## src/inc/mfm_defines.vh

```
// Shared constants of the motor drive fault monitor: register offsets, field
// positions, reset values, conversion scales, limits and timing figures.
// Assumes inclusion by bare name from every design file of the block.
`ifndef MFM_DEFINES_VH
`define MFM_DEFINES_VH

// APB byte offsets, one aligned 32-bit word each.
`define MFM_ADDR_OPER       12'h000
`define MFM_ADDR_FAULT      12'h004
`define MFM_ADDR_IRQ_STAT   12'h008
`define MFM_ADDR_IRQ_MASK   12'h00c
`define MFM_ADDR_MODE       12'h010
`define MFM_ADDR_TIMER      12'h014

// Bits of motor_operation_word.
`define MFM_OP_RUN          0
`define MFM_OP_TIMED        1
`define MFM_OP_ERR_RESET    2
`define MFM_OP_W            3

// Fault bit positions, shared by the fault latch, status and mask words.
`define MFM_F_HW_OC         0
`define MFM_F_OC            1
`define MFM_F_OV            2
`define MFM_F_UV            3
`define MFM_F_SPEED         4
`define MFM_F_OVERLOAD      5
`define MFM_F_DRY           6
`define MFM_NFAULT          7

// Bit of the mode word that shows the gate enable.
`define MFM_MODE_GATE_BIT   8

// Reset values.
`define MFM_OPER_RST        3'h0
`define MFM_MASK_RST        7'h00
`define MFM_TIMER_RST       16'h03e8

// Timing figures.
`define MFM_CLK_NS          25
`define MFM_TICK_NS         125000
`define MFM_LOOP_NS         1000000
`define MFM_TICK_CYCLES     16'd5000
`define MFM_LOOP_CYCLES     16'd40000

// Converter scales: 12-bit codes, currents span -50 A..50 A, voltage 0..686.5 V.
`define MFM_ADC_FULL        4095
`define MFM_ADC_MID         12'h800
`define MFM_I_SPAN_A        100
`define MFM_V_SPAN_DV       6865

// Protection limits.
`define MFM_OC_LIMIT_A      7
`define MFM_OV_LIMIT_DV     4200
`define MFM_UV_LIMIT_DV     0
`define MFM_SPD_LIMIT_RADS  490
`define MFM_OL_LIMIT_A      6
`define MFM_DRY_I_A         1
`define MFM_DRY_RPM         2000

`endif

```

## src/design/mfm_fault_monitor.v

```verilog
// Fault and protection monitor for a three-phase inverter drive, APB slave.
// Assumes sample inputs synchronous to pclk and held stable between ticks.
//
// Notes on behaviour
// - A low on hw_oc_n releases all six gate pins to high impedance at once.
// - Each control tick, any phase current beyond 7 A raises an overcurrent fault.
// - Each control tick, bus voltage above 420 V raises an overvoltage fault.
// - Each control tick, bus voltage below 0 V raises an undervoltage fault.
// - Each control tick, speed beyond 490 rad/s electrical raises a speed fault.
// - Each main-loop pass, resultant current of 6 A or more raises an overload fault.
// - Each main-loop pass, 2000 rpm or more with at most 1 A raises a dry-running fault.
// - Seven protection faults are kept apart and each alone stops the gate outputs.
// - The controller has stopped, running, timed running, timed waiting and fault modes.
// - Every main-loop pass services the watchdog.
// - On emergency stop all six gate outputs go to their inactive level.
// - Bus voltage codes span 0 V to 686.5 V over 0x000 to 0xfff.
// - Phase current codes span -50 A to 50 A over 0x000 to 0xfff, mid-scale zero.
//
// The APB slave port and the register offsets were left to the implementer.
`timescale 1ns/100ps
`include "mfm_defines.vh"

module mfm_fault_monitor #(
    parameter [15:0] TICK_CYCLES = `MFM_TICK_CYCLES,
    parameter [15:0] LOOP_CYCLES = `MFM_LOOP_CYCLES
) (
    input  wire        pclk,
    input  wire        presetn,
    input  wire        psel,
    input  wire        penable,
    input  wire        pwrite,
    input  wire [11:0] paddr,
    input  wire [31:0] pwdata,
    output reg  [31:0] prdata,
    output wire        pready,
    output reg         pslverr,
    input  wire        hw_oc_n,
    input  wire [11:0] cur_u,
    input  wire [11:0] cur_v,
    input  wire [11:0] cur_w,
    input  wire [11:0] bus_volt,
    input  wire [15:0] speed_rads,
    input  wire [15:0] speed_rpm,
    input  wire [11:0] cur_result,
    input  wire [5:0]  pwm_in,
    output reg  [5:0]  pwm_out,
    output wire [5:0]  pwm_oe,
    output reg         wdt_kick,
    output wire        irq
);
    // Limit codes, derived from the converter scales.
    localparam integer OC_INT  = (`MFM_OC_LIMIT_A * `MFM_ADC_FULL) / `MFM_I_SPAN_A;
    localparam integer OV_INT  = (`MFM_OV_LIMIT_DV * `MFM_ADC_FULL) / `MFM_V_SPAN_DV;
    localparam integer UV_INT  = (`MFM_UV_LIMIT_DV * `MFM_ADC_FULL) / `MFM_V_SPAN_DV;
    // A "6 A or more" bound rounds up so that no code below 6 A trips it.
    localparam integer OL_INT  = (`MFM_OL_LIMIT_A * `MFM_ADC_FULL + `MFM_I_SPAN_A - 1)
                                 / `MFM_I_SPAN_A;
    localparam integer DRY_INT = (`MFM_DRY_I_A * `MFM_ADC_FULL) / `MFM_I_SPAN_A;
    localparam [11:0]  OC_CODE  = OC_INT[11:0];
    localparam [11:0]  OV_CODE  = OV_INT[11:0];
    localparam [12:0]  UV_CODE  = UV_INT[12:0];
    localparam [11:0]  OL_CODE  = OL_INT[11:0];
    localparam [11:0]  DRY_CODE = DRY_INT[11:0];
    localparam integer SPD_INT  = `MFM_SPD_LIMIT_RADS;
    localparam integer RPM_INT  = `MFM_DRY_RPM;
    localparam [15:0]  SPD_LIM  = SPD_INT[15:0];
    localparam [15:0]  RPM_LIM  = RPM_INT[15:0];

    // Application modes, one-hot.
    localparam [4:0] ST_STOP  = 5'h01;
    localparam [4:0] ST_RUN   = 5'h02;
    localparam [4:0] ST_TRUN  = 5'h04;
    localparam [4:0] ST_TWAIT = 5'h08;
    localparam [4:0] ST_FAULT = 5'h10;

    // Magnitude of a mid-scale coded phase current.
    function [11:0] cur_mag;
        input [11:0] code;
        begin
            if (code >= `MFM_ADC_MID)
                cur_mag = code - `MFM_ADC_MID;
            else
                cur_mag = `MFM_ADC_MID - code;
        end
    endfunction

    // Word-aligned address match within the block's decode.
    function hit;
        input [11:0] a;
        input [11:0] off;
        begin
            hit = (a[11:2] == off[11:2]);
        end
    endfunction

    reg [`MFM_OP_W-1:0]   oper_q;
    reg                   err_rst_prev_q;
    reg [`MFM_NFAULT-1:0] fault_q;
    reg [`MFM_NFAULT-1:0] irq_stat_q;
    reg [`MFM_NFAULT-1:0] irq_mask_q;
    reg [15:0]            timer_per_q;
    reg [15:0]            timer_cnt_q;
    reg [4:0]             state_q;
    reg [4:0]             state_d;
    reg                   gate_en_q;

    // Control tick for the sampled checks and main-loop tick for the slower ones.
    wire ctl_tick;
    wire loop_tick;

    mfm_tick_gen #(
        .COUNT (TICK_CYCLES)
    ) u_ctl_tick (
        .pclk    (pclk),
        .presetn (presetn),
        .tick_q  (ctl_tick)
    );

    mfm_tick_gen #(
        .COUNT (LOOP_CYCLES)
    ) u_loop_tick (
        .pclk    (pclk),
        .presetn (presetn),
        .tick_q  (loop_tick)
    );

    // APB decode. The slave never waits, so every access ends in its first access cycle.
    wire setup_ph = psel & ~penable;
    wire wr_acc   = psel & penable & pwrite;
    wire sel_oper = hit(paddr, `MFM_ADDR_OPER);
    wire sel_flt  = hit(paddr, `MFM_ADDR_FAULT);
    wire sel_stat = hit(paddr, `MFM_ADDR_IRQ_STAT);
    wire sel_mask = hit(paddr, `MFM_ADDR_IRQ_MASK);
    wire sel_mode = hit(paddr, `MFM_ADDR_MODE);
    wire sel_tmr  = hit(paddr, `MFM_ADDR_TIMER);
    wire mapped   = sel_oper | sel_flt | sel_stat | sel_mask | sel_mode | sel_tmr;

    // Write strobes, one per writable word; the other words ignore writes.
    wire wr_oper  = wr_acc & sel_oper;
    wire wr_stat  = wr_acc & sel_stat;
    wire wr_mask  = wr_acc & sel_mask;
    wire wr_tmr   = wr_acc & sel_tmr;

    assign pready = 1'b1;

    // Fault detection.
    wire [11:0] mag_u = cur_mag(cur_u);
    wire [11:0] mag_v = cur_mag(cur_v);
    wire [11:0] mag_w = cur_mag(cur_w);
    // Speed is signed, so both directions of rotation meet the same limit.
    wire [15:0] spd_mag = speed_rads[15] ? (~speed_rads + 16'd1) : speed_rads;

    reg [`MFM_NFAULT-1:0] det;
    always @* begin
        det = {`MFM_NFAULT{1'b0}};
        // Sampled level of the emergency input; the pins themselves react without it.
        det[`MFM_F_HW_OC] = ~hw_oc_n;
        // Currents scale over the full span, so the limit is a distance from mid-scale.
        det[`MFM_F_OC] = ctl_tick & ((mag_u > OC_CODE) | (mag_v > OC_CODE) |
                                     (mag_w > OC_CODE));
        det[`MFM_F_OV] = ctl_tick & (bus_volt > OV_CODE);
        // The code cannot go below 0 V, so this check only trips if the limit is raised.
        det[`MFM_F_UV] = ctl_tick & ({1'b0, bus_volt} < UV_CODE);
        det[`MFM_F_SPEED] = ctl_tick & (spd_mag > SPD_LIM);
        det[`MFM_F_OVERLOAD] = loop_tick & (cur_result >= OL_CODE);
        det[`MFM_F_DRY] = loop_tick & (speed_rpm >= RPM_LIM) &
                          (cur_result <= DRY_CODE);
    end

    wire err_reset = oper_q[`MFM_OP_ERR_RESET] & ~err_rst_prev_q;

    // Control registers written by software.
    always @(posedge pclk or negedge presetn) begin
        if (!presetn) begin
            oper_q         <= `MFM_OPER_RST;
            err_rst_prev_q <= 1'b0;
            irq_mask_q     <= `MFM_MASK_RST;
            timer_per_q    <= `MFM_TIMER_RST;
        end else begin
            err_rst_prev_q <= oper_q[`MFM_OP_ERR_RESET];
            if (wr_oper) begin
                oper_q <= pwdata[`MFM_OP_W-1:0];
            end
            if (wr_mask) begin
                irq_mask_q <= pwdata[`MFM_NFAULT-1:0];
            end
            if (wr_tmr) begin
                timer_per_q <= pwdata[15:0];
            end
        end
    end

    // Fault latch. A fault seen in the reset cycle survives it, so a cause that
    // persists re-latches by its next check and the gates never pulse on.
    always @(posedge pclk or negedge presetn) begin
        if (!presetn) begin
            fault_q <= {`MFM_NFAULT{1'b0}};
        end else if (err_reset) begin
            fault_q <= det;
        end else begin
            fault_q <= fault_q | det;
        end
    end

    // Interrupt status: a new event wins over a write-one-to-clear in the same cycle.
    always @(posedge pclk or negedge presetn) begin
        if (!presetn) begin
            irq_stat_q <= {`MFM_NFAULT{1'b0}};
        end else if (wr_stat) begin
            irq_stat_q <= (irq_stat_q & ~pwdata[`MFM_NFAULT-1:0]) | det;
        end else begin
            irq_stat_q <= irq_stat_q | det;
        end
    end

    // Level interrupt: high while any unmasked status bit is set.
    assign irq = |(irq_stat_q & irq_mask_q);

    // Application mode sequencing.
    wire any_fault = |fault_q;
    wire op_run    = oper_q[`MFM_OP_RUN];
    wire op_timed  = oper_q[`MFM_OP_TIMED];
    // A timed phase ends at the first loop tick on which its count reaches the period.
    wire timer_end = loop_tick & (timer_cnt_q >= timer_per_q);

    always @* begin
        state_d = state_q;
        case (state_q)
            ST_STOP: begin
                if (op_run)
                    state_d = op_timed ? ST_TRUN : ST_RUN;
            end
            ST_RUN: begin
                if (!op_run)
                    state_d = ST_STOP;
                else if (op_timed)
                    state_d = ST_TRUN;
            end
            ST_TRUN: begin
                if (!op_run)
                    state_d = ST_STOP;
                else if (!op_timed)
                    state_d = ST_RUN;
                else if (timer_end)
                    state_d = ST_TWAIT;
            end
            ST_TWAIT: begin
                if (!op_run)
                    state_d = ST_STOP;
                else if (!op_timed)
                    state_d = ST_RUN;
                else if (timer_end)
                    state_d = ST_TRUN;
            end
            ST_FAULT: begin
                // Leaving needs the run bit low too, so the motor never restarts by itself.
                if (!any_fault && !op_run)
                    state_d = ST_STOP;
            end
            default: begin
                state_d = ST_STOP;
            end
        endcase
        if (any_fault)
            state_d = ST_FAULT;
    end

    always @(posedge pclk or negedge presetn) begin
        if (!presetn) begin
            state_q <= ST_STOP;
        end else begin
            state_q <= state_d;
        end
    end

    // Timed-phase length in loop ticks; it restarts on every mode change.
    always @(posedge pclk or negedge presetn) begin
        if (!presetn) begin
            timer_cnt_q <= 16'h0000;
        end else if (state_d != state_q) begin
            timer_cnt_q <= 16'h0000;
        end else if (loop_tick) begin
            timer_cnt_q <= timer_cnt_q + 16'd1;
        end
    end

    // Gate outputs: driven inactive on any latched fault, released on the emergency pin.
    wire gate_ok = ((state_q == ST_RUN) | (state_q == ST_TRUN)) & ~any_fault & ~(|det);

    // The pattern lags pwm_in by one clock, the price of a pin that cannot glitch.
    always @(posedge pclk or negedge presetn) begin
        if (!presetn) begin
            gate_en_q <= 1'b0;
            pwm_out   <= 6'h00;
        end else begin
            gate_en_q <= gate_ok;
            pwm_out   <= gate_ok ? pwm_in : 6'h00;
        end
    end

    // Watchdog service pulse, one per main-loop pass; a stalled loop lets it expire.
    always @(posedge pclk or negedge presetn) begin
        if (!presetn) begin
            wdt_kick <= 1'b0;
        end else begin
            wdt_kick <= loop_tick;
        end
    end

    // Combinational so that the pins let go in the same cycle as the emergency input.
    assign pwm_oe = hw_oc_n ? 6'h3f : 6'h00;

    // Read multiplexer; unmapped words read as zero.
    reg [31:0] rd_word;
    always @* begin
        rd_word = 32'h0000_0000;
        if (sel_oper) begin
            rd_word[`MFM_OP_W-1:0] = oper_q;
        end else if (sel_flt) begin
            rd_word[`MFM_NFAULT-1:0] = fault_q;
        end else if (sel_stat) begin
            rd_word[`MFM_NFAULT-1:0] = irq_stat_q;
        end else if (sel_mask) begin
            rd_word[`MFM_NFAULT-1:0] = irq_mask_q;
        end else if (sel_mode) begin
            rd_word[`MFM_MODE_GATE_BIT] = gate_en_q;
            rd_word[4:0]                = state_q;
        end else if (sel_tmr) begin
            rd_word[15:0] = timer_per_q;
        end
    end

    // Read data is captured in the setup cycle and stands through the access cycle.
    always @(posedge pclk or negedge presetn) begin
        if (!presetn) begin
            prdata  <= 32'h0000_0000;
            pslverr <= 1'b0;
        end else if (setup_ph) begin
            pslverr <= ~mapped;
            prdata  <= pwrite ? 32'h0000_0000 : rd_word;
        end
    end
endmodule

```

## src/design/mfm_tick_gen.v

```verilog
// Periodic enable generator: one-cycle pulse every COUNT clock cycles.
// Assumes a single clock domain and an asynchronous active-low reset.
`timescale 1ns/100ps

module mfm_tick_gen #(
    parameter [15:0] COUNT = 16'd5000
) (
    input  wire        pclk,
    input  wire        presetn,
    output reg         tick_q
);
    reg [15:0] cnt_q;

    always @(posedge pclk or negedge presetn) begin
        if (!presetn) begin
            cnt_q  <= 16'h0000;
            tick_q <= 1'b0;
        end else if (cnt_q == COUNT - 16'd1) begin
            cnt_q  <= 16'h0000;
            tick_q <= 1'b1;
        end else begin
            cnt_q  <= cnt_q + 16'd1;
            tick_q <= 1'b0;
        end
    end
endmodule

```

## config.mk

```make
export PLATFORM = sky130hd
export DESIGN_NAME = mfm_fault_monitor
export DESIGN_NICKNAME = d
export VERILOG_FILES = /design/src/design/mfm_fault_monitor.v /design/src/design/mfm_tick_gen.v
export VERILOG_INCLUDE_DIRS = /design/src /design/src/inc
export SDC_FILE = /design/constraint.sdc
export NUM_CORES = 1
export LEC_CHECK = 0
export ABC_CLOCK_PERIOD_IN_PS = 5200
export BUFFER_PORTS_ARGS = -buffer_cell sky130_fd_sc_hd__buf_2
export CORE_MARGIN = 2
export CORE_UTILIZATION = 27
export CTS_CLUSTER_SIZE = 28
export DETAILED_ROUTE_END_ITERATION = 6
export PLACE_DENSITY = 0.58
export SLEW_MARGIN = 20
export SYNTH_ARGS = -nofsm -noshare
export SYNTH_HDL_FRONTEND = slang
export SYNTH_SLANG_ARGS = --single-unit
```

## constraint.sdc

```tcl
create_clock -name pclk -period 5.2 [get_ports pclk]
set_clock_uncertainty 0.2 [all_clocks]
set_input_delay 0.26 -clock pclk [delete_from_list [all_inputs] [get_ports pclk]]
set_output_delay 0.26 -clock pclk [all_outputs]
set_load 0.01 [all_outputs]
```

==> out/results.ini, run 1 <==
[critical_path]
worstPathMaxFanout = 16
cp-endpoint = timer_cnt_q[3]$_DFFE_PN0P_
endpoint_kind = register
rr_endpoint = timer_cnt_q[3]$_DFFE_PN0P_
reg2reg_depth = 9
required_ns = 5.27
crit_start = timer_per_q[7]$_DFFE_PN1P_
reg2reg_from = timer_per_q[7]$_DFFE_PN1P_
critical_path_class = register to register
worstPathArrival_ns = 3.26
r2r_setup_slack_ns = 2.00
critPathLaunchType = register

[sta]
worstMarginPinSlew_ns = 0.976
final_max_slew_viol_count = 0
setup_viol = 0
fin_crit_ns = 3.20
fmax_ghz = 0.313
post-route-period-util_pct = 61.5
rsz0062_at_grt = false
slew-limit-headroom_pct = 33.9
finalHoldViolations = 0
finalSetupTns_ns = 0

[floorplanning]
start_util_pct = 27.5
die-area_um2 = 28700
row_count = 60
io_pins = 196
die_h_um = 169
fp.dieW_um = 169
coreArea_um2 = 26900

[synthesis]
synth_flop_cell = dfrtp_1
synth_top_area_share_pct = 38.3
yosysMostFrequentCell = dfrtp_1
synth-seq-cells = 120
seq_area_frac_synth_pct = 40.8
syn_avg_cell_area_um2 = 9.41
yosys-top-cells-area = dfrtp_1 (38%), ha_1 (4.4%), nand2_1 (3.6%)
yosysTopAreaCell = dfrtp_1
synth_commonest_cells = dfrtp_1 (113), nand2_1 (70), nor2_1 (56)
syn_inst = 785
ys_async_sr_fraction_pct = 100
synth-edff-count = 0
yosys_warnings = 0
syn_area_um2 = 7390
synth_cell_types = 88

[finish]
nets = 1134
diodes = 0
syn_to_final_growth_pct = 26.1
layout-drive-gt1-share_pct = 23.4
final_util_pct = 34.7

[clock_tree]
htree_levels = 4
cts_sinks = 120
ctsResizeCount = 0
cts_setup_buffers = 0
path_clk_slew_ns = 0.06
clock_latency_ns = 0.41
cts_buffers = 17
holdBufCountCts = 25
clock_path_buffers = 2
cts_tree = built
ctsRootBufferMaster = clkbuf_16

[min_path]
hp-class = input pin to register

[power]
power.density_nw_per_um2 = 263
ir_drop_v = 0.000228
p_leak_nw = 4.30

[routing]
route.vias.total = 6412
first_pass_iters = 4
drt_iter0_drc = 382
ant_nets = 0
drc_errors = 0
wl_per_cell_um = 14.0
vias_per_cell = 4.88
wirelength_um = 18400

[run]
maxCapViolCount = 0

[global_route]
grt.overflow.total = 0
grtUsageTotal_pct = 13.1
grt_max_degree = 64
antenna_found_initial = 0
grt_pass1_wl_um = 30600
grt_pass1_vias = 6126

[status]
outcome = complete, no violations

[placement]
port_buffers = 155
dpl.hpwl_um = 14000
place.gp.congestion = 0.869

sequential cells by signal, indices dropped and copies added (netlist names), 5 cells and up:
name / flops
irq_stat_q: 7
irq_mask_q: 7
pwm_out: 6
timer_cnt_q: 16
timer_per_q: 16
u_ctl_tick.cnt_q: 16
state_q: 5
fault_q: 6
u_loop_tick.cnt_q: 16
prdata: 16
layout make-up:
cell class	count	area [um^2]
clock inverter	12	199
multi-input combinational	592	4010
tap	341	427
clock buffer	20	447
sequential	120	3010
timing repair buffer	183	1050
fill	2762	17600
inverter	46	173
metrics by stage:
stage / setup WS [ns] / hold slack [ns] / total power [mW] / area, um^2 / cells
finish: 2.00 / 0.0992 / 2.45 / 9320 / 1314
CTS: 1.71 / 0.0871 / 2.48 / 9310 / 1314
global route: 1.74 / 0.106 / 2.54 / 9320 / 1314
floorplan: 2.36 / -0.236 / 1.06 / 7440 / 800
detailed placement: 1.75 / 0.176 / 1.16 / 8410 / 1257
global placement: 1.76 / 0.176 / 1.16 / 8410 / 1257
worst min path at each step:
stage               slack, ns                       end    startpoint  cells after the start
floorplan               -0.24  err_rst_prev_q$_DFF_PN0_       presetn                      0
global placement         0.18     prdata[1]$_DFFE_PN0P_       presetn                      1
detailed placement       0.18     prdata[1]$_DFFE_PN0P_       presetn                      1
CTS                      0.09   irq_stat_q[2]$_DFF_PN0_  bus_volt[11]                      4
global route             0.11   irq_stat_q[2]$_DFF_PN0_  bus_volt[11]                      4
finish                    0.1      fault_q[2]$_DFF_PN0_  bus_volt[11]                      4
kinds of logic after synthesis:
family | synth area share [%]
multiplexers | 5.56
flip-flops | 40.8
buffers and inverters | 5.81
adder cells (fa/ha/maj) | 4.40
XOR/XNOR | 6.40
other | 0.102
AND/OR/NAND/NOR | 21.5
AO/OA/AOI/OAI | 15.4
layout by cell type (no fill, tap or decap), drive strengths merged, types with 8 or more instances in the layout:
| cell | synthesis | final |
|---|---|---|
| buf | 29 | 158 |
| a21oi | 30 | 30 |
| clkbuf | 13 | 20 |
| nor2 | 56 | 56 |
| and3 | 10 | 10 |
| inv | 46 | 46 |
| ha | 26 | 26 |
| dlygate4sd3 | 0 | 25 |
| nand3 | 28 | 28 |
| o21ai | 36 | 36 |
| nand2b | 15 | 15 |
| nand4b | 8 | 8 |
| a22o | 11 | 11 |
| xor2 | 29 | 29 |
| or3 | 8 | 8 |
| dfrtp | 113 | 113 |
| a31oi | 8 | 8 |
| a21boi | 8 | 8 |
| nor3 | 32 | 32 |
| mux2 | 22 | 22 |
| nand2 | 70 | 70 |
| conb | 2 | 17 |
| xnor2 | 25 | 25 |
| nor4 | 9 | 9 |
| or4 | 11 | 11 |
| nand4 | 15 | 15 |
| o22ai | 8 | 8 |
| mux2i | 14 | 14 |
| nor2b | 11 | 11 |
power breakdown:
| part | internal (mW) | switching (mW) | total, mW | leakage [nW] |
|---|---|---|---|---|
| Sequential | 0.942 | 0.00686 | 0.949 | 1.56 |
| Combinational | 0.0919 | 0.118 | 0.210 | 2.44 |
| Clock | 0.861 | 0.428 | 1.29 | 0.302 |
worst max-delay path, cell delays in order (launching register included):
cell	delay (ns)
dfstp_2	0.54
inv_1	0.06
ha_1	0.31
and4_1	0.17
o21ai_0	0.07
or4_1	0.50
o211ai_1	0.20
nand2_1	0.23
a211oi_4	0.65
nor3_1	0.15
per-layer routing:
| layer | GRT usage, % | vias up | wire [um] | part of all wire, % |
|---|---|---|---|---|
| li1 | - | 3171 | - | - |
| met1 | 17.9 | 3066 | 8900 | 48 |
| met2 | 21.2 | 167 | 8500 | 46 |
| met3 | 2.87 | 8 | 953 | 5.2 |
| met4 | 3.12 | 0 | 72 | 0.39 |
| met5 | 0 | - | 0 | 0 |
Note: power is estimated with default switching activity, not from simulation.
==> run 2, diff against run 1 <==
ABC_CLOCK_PERIOD_IN_PS = 3200   (was 5200)
clock period = 3.2 ns   (was 5.2 ns; I/O delays follow)
==> run 2 against run 1 <==
Compared with the run above: clock power up 54%; critical path type unchanged; fmax rose by 11%; power up 58%; non-clock buffer count up 15; critical endpoint is now timer_cnt_q[9]$_DFFE_PN0P_; setup slack worse by 1.7 ns; sequential cell count did not move; largest power group unchanged; utilization increased by 0.34 points; combinational power rose by 65%.
==> out/results.ini, run 2 (synthesis results as in run 1) <==
[floorplanning]
start_util_pct = 27.5
io_pins = 196
die_h_um = 169
coreArea_um2 = 26900
row_count = 60
die-area_um2 = 28700
fp.dieW_um = 169

[min_path]
hold_depth = 4
min_delay_worst_endpoint = fault_q[2]$_DFF_PN0_
min-delay-start = bus_volt[11]
hp-class = input pin to register

[routing]
drt_iter0_drc = 343
wl_per_cell_um = 14.2
route.vias.total = 6536
drc_errors = 0
ant_nets = 0
first_pass_iters = 5
vias_per_cell = 4.92
wirelength_um = 18800

[sta]
fmax_ghz = 0.346
whs_ns = 0.0106
finalHoldViolations = 0
final_max_slew_viol_count = 0
worstMarginPinSlew_ns = 0.798
post-route-period-util_pct = 90.2
setup_viol = 0
rsz0062_at_grt = false
fin_crit_ns = 2.89
finalSetupTns_ns = 0
slew-limit-headroom_pct = 46.8

[power]
ir_drop_v = 0.000368
power.density_nw_per_um2 = 412
p_leak_nw = 4.36

[critical_path]
r2r_setup_slack_ns = 0.31
path_delay_family = simple AND/OR/NAND/NOR gates
reg2reg_depth = 10
required_ns = 3.28
reg2reg_from = timer_per_q[7]$_DFFE_PN1P_
endpoint_kind = register
crit_chain = inv_1 -> ha_1 -> and4_1 -> o21ai_0 -> or4_1 -> o211ai_1 -> nand2_1 -> a211oi_2 -> buf_4 -> nor3_1
worstPathArrival_ns = 2.97
critical_path_class = register to register
cpPeakStageDelay_ns = 0.54
cp.depth = 10
critPathLaunchType = register
path_buf_inv = 2
rr_endpoint = timer_cnt_q[9]$_DFFE_PN0P_
crit_slowest_cell = dfstp_2
worstPathMaxFanout = 16

[clock_tree]
cts_tree = built
cts_sinks = 120
ctsRootBufferMaster = clkbuf_16
path_clk_slew_ns = 0.06
clock_path_buffers = 2
cts_buffers = 17
htree_levels = 4
clock_latency_ns = 0.41

[finish]
final_util_pct = 35.0
layout_common_cells = buf_2 (154), dfrtp_1 (113), nand2_1 (70), nor2_1 (56), inv_1 (46)
nets = 1149
layout-drive-gt1-share_pct = 24.6
final_common_cell = buf_2
diodes = 0
layout.cells.non_filler = 1329
final_area_um2 = 9410
syn_to_final_growth_pct = 27.4

[status]
outcome = complete, no violations

[placement]
postPlaceCellArea_um2 = 8520
placed_cells = 1270
dpl.hpwl_um = 14400
place.gp.congestion = 0.872
port_buffers = 155

[global_route]
grtUsageTotal_pct = 13.4
grt.overflow.total = 0
antenna_found_initial = 0
grt_pass1_wl_um = 31600
grt_pass1_vias = 6420
grt_max_degree = 62

[run]
maxCapViolCount = 0

==> run 2: repair_timing <==
item	4_1_cts	5_1_grt
setup endpoints to repair	0	2
setup buffers	0	0
resized for setup	0	1
hold endpoints to repair	96	0
hold buffers	27	0
==> run 2: layer usage <==
| metal | up-vias | track usage (%) | routed length [um] |
|---|---|---|---|
| met4 | 0 | 2.75 | 174 |
| met5 | - | 0 | 0 |
| met1 | 3135 | 18.1 | 9040 |
| met2 | 176 | 22.1 | 8670 |
| met3 | 19 | 2.99 | 954 |
| li1 | 3206 | - | - |
==> run 2: worst max-delay path by stage <==
| stage | startpoint | end |
|---|---|---|
| detailed placement | timer_per_q[5]$_DFFE_PN1P_ | timer_cnt_q[12]$_DFFE_PN0P_ |
| finish | timer_per_q[7]$_DFFE_PN1P_ | timer_cnt_q[9]$_DFFE_PN0P_ |
| global route | timer_per_q[7]$_DFFE_PN1P_ | timer_cnt_q[10]$_DFFE_PN0P_ |
| floorplan | timer_per_q[6]$_DFFE_PN1P_ | timer_cnt_q[10]$_DFFE_PN0P_ |
| global placement | timer_per_q[7]$_DFFE_PN1P_ | timer_cnt_q[12]$_DFFE_PN0P_ |
| CTS | timer_per_q[5]$_DFFE_PN1P_ | timer_cnt_q[9]$_DFFE_PN0P_ |
==> run 2: where the power goes <==
part | internal [mW] | switching (mW) | total, mW
combinational | 0.154 | 0.194 | 0.347
clock | 1.25 | 0.736 | 1.99
sequential | 1.53 | 0.0110 | 1.54
total | 2.93 | 0.941 | 3.87
==> run 2: worst reg2reg max path, delay by kind of cell (launching register included) <==
kind / cells / cell delay (ns)
AO/OA/AOI/OAI: 3 / 0.47
adder cells (fa/ha/maj): 1 / 0.30
buffers and inverters: 2 / 0.29
flip-flops: 1 / 0.54
AND/OR/NAND/NOR: 4 / 0.96
==> run 2: area by class of cell <==
class,count,area (um^2)
fillers,2759,17500
multi-input cells,592,4000
flip-flops and latches,120,3010
repair buffers,198,1180
clock buffers,18,439
well taps,341,427
clock inverters,14,174
inverters,46,173
==> run 2: stage by stage <==
step                      worst slack, ns  power [mW]
after floorplan                     0.357        1.73
after global placement              0.361        1.89
after detailed placement            0.329        1.89
after CTS                           0.315        3.91
after global routing               0.0932        4.03
final                               0.313        3.87
==> run 3, diff against run 2 <==
ABC_CLOCK_PERIOD_IN_PS = 3300   (was 3200)
clock period = 3.3 ns   (was 3.2 ns; I/O delays follow)
==> run 3 against run 2 <==
Compared with the run above: cell area fell by 0.17%; setup slack better by 0.069 ns; sequential share of layout area rose by 0.055 points; utilization down 0.060 points.
==> out/results.ini, run 3 (synthesis results as in run 1) <==
[sta]
post-route-period-util_pct = 88.4
worstMarginPinSlew_ns = 0.668
fmax_ghz = 0.343
setup_viol = 0
finalSetupTns_ns = 0
finalHoldViolations = 0
fin_crit_ns = 2.92
slew-limit-headroom_pct = 54.3
whs_ns = 0.0185
rsz0062_at_grt = false
setup_slack_ns = 0.382
final_max_slew_viol_count = 0

[routing]
drt_iter0_drc = 365
wl_per_cell_um = 14.2
wirelength_um = 18700
ant_nets = 0
first_pass_iters = 7
drc_errors = 0
vias_per_cell = 4.91
route.vias.total = 6499

[critical_path]
critical_path_class = register to register
worstPathMaxFanout = 16
rr_endpoint = timer_cnt_q[4]$_DFFE_PN0P_
r2r_setup_slack_ns = 0.38
reg2reg_from = state_q[0]$_DFF_PN1_
endpoint_kind = register
critPathLaunchType = register
required_ns = 3.37
worstPathArrival_ns = 2.98
reg2reg_depth = 7

[floorplanning]
die-area_um2 = 28700
coreArea_um2 = 26900
die_h_um = 169
io_pins = 196
row_count = 60
start_util_pct = 27.5
fp.dieW_um = 169

[finish]
diodes = 0
fillers = 2731
syn_to_final_growth_pct = 27.2
final_util_pct = 34.9
nets = 1145
layout-drive-gt1-share_pct = 24.0
layout_common_cells = buf_2 (154), dfrtp_1 (113), nand2_1 (70), nor2_1 (56), inv_1 (46)
final_common_cell = buf_2

[min_path]
hp-class = input pin to register
hold_depth = 5
min-delay-start = cur_result[6]
min_delay_worst_endpoint = fault_q[6]$_DFF_PN0_

[global_route]
grt_max_degree = 90
grt.overflow.total = 0
grt_pass1_vias = 6103
antenna_found_initial = 0
grtUsageTotal_pct = 13.1
grt_pass1_wl_um = 30600

[run]
maxCapViolCount = 0

[clock_tree]
holdBufCountCts = 27
clock_path_buffers = 2
clock_latency_ns = 0.40
path_clk_slew_ns = 0.05
cts_buffers = 17
cts_tree = built
cts_setup_buffers = 0
ctsRootBufferMaster = clkbuf_16
htree_levels = 4
cts_sinks = 120
ctsResizeCount = 0

[power]
ir_drop_v = 0.000365
p_switching_uw = 838
p_seq_share_pct = 39.3
p_int_mw = 2.97
clock_power_share_pct = 51.9
combPwrFrac_pct = 8.8
netSwitchingFraction_pct = 22.0
power.density_nw_per_um2 = 405
p_leak_nw = 4.37

[placement]
place_ws_ns = 0.410
port_buffers = 155
dpl.hpwl_um = 14200
place.gp.congestion = 0.850

[status]
outcome = complete, no violations

run 3: cell types whose count changed in the layout (fill, tap and decap cells not counted), sizes merged:
cell      change
clkinv        -1
bufinv        +1
clkinvlp      -4
inv           -2
clkbuf        +4
buf           -4
run 3: how the worst max path moves through the flow:
stage,from,to,depth (start not counted)
floorplan,timer_per_q[6]$_DFFE_PN1P_,timer_cnt_q[10]$_DFFE_PN0P_,10
global placement,timer_per_q[7]$_DFFE_PN1P_,timer_cnt_q[12]$_DFFE_PN0P_,10
detailed placement,state_q[0]$_DFF_PN1_,timer_cnt_q[4]$_DFFE_PN0P_,7
CTS,timer_per_q[7]$_DFFE_PN1P_,timer_cnt_q[4]$_DFFE_PN0P_,10
global route,state_q[2]$_DFF_PN0_,timer_cnt_q[4]$_DFFE_PN0P_,7
finish,state_q[0]$_DFF_PN1_,timer_cnt_q[4]$_DFFE_PN0P_,7
run 3: power by group through the flow:
stage	sequential (mW)	combinational, mW	clock, mW
2_1_floorplan	1.52	0.159	0
4_1_cts	1.49	0.339	2.01
6_report	1.50	0.337	1.97
3_3_place_gp	1.52	0.308	0
3_5_place_dp	1.52	0.311	0
5_1_grt	1.50	0.378	2.08
run 3: worst max-delay path, cell delays in order, from the launching register on:
cell       delay, ns
dfstp_2         0.65
xnor2_1         0.11
a2111oi_0       0.66
o21bai_1        0.26
nor3_1          0.30
a31oi_1         0.18
nand3_2         0.31
nor3_1          0.11
run 3: cell type report:
type                            count  area [um^2]  share of cell area [%]
Inverter                           46          173                    1.84
Sequential cell                   120         3010                    32.1
Multi-Input combinational cell    592         4000                    42.6
Clock buffer                       22          484                    5.16
Tap cell                          341          427                    4.54
Timing Repair Buffer              194         1150                    12.3
Clock inverter                      8          144                    1.53
run 3: per-stage QoR:
step           instance area [um^2]  std cells  power, mW
2_1_floorplan                  7440        800       1.68
3_3_place_gp                   8490       1266       1.83
3_5_place_dp                   8490       1266       1.83
4_1_cts                        9390       1323       3.85
5_1_grt                        9390       1323       3.95
6_report                       9390       1323       3.81
run 3: layer usage:
layer	up-vias	part of all wire [%]	track usage (%)
met4	0	0.70	2.86
met3	12	5.1	2.64
met1	3099	48	18.0
met2	200	46	21.2
met5	-	0	0
li1	3188	-	-
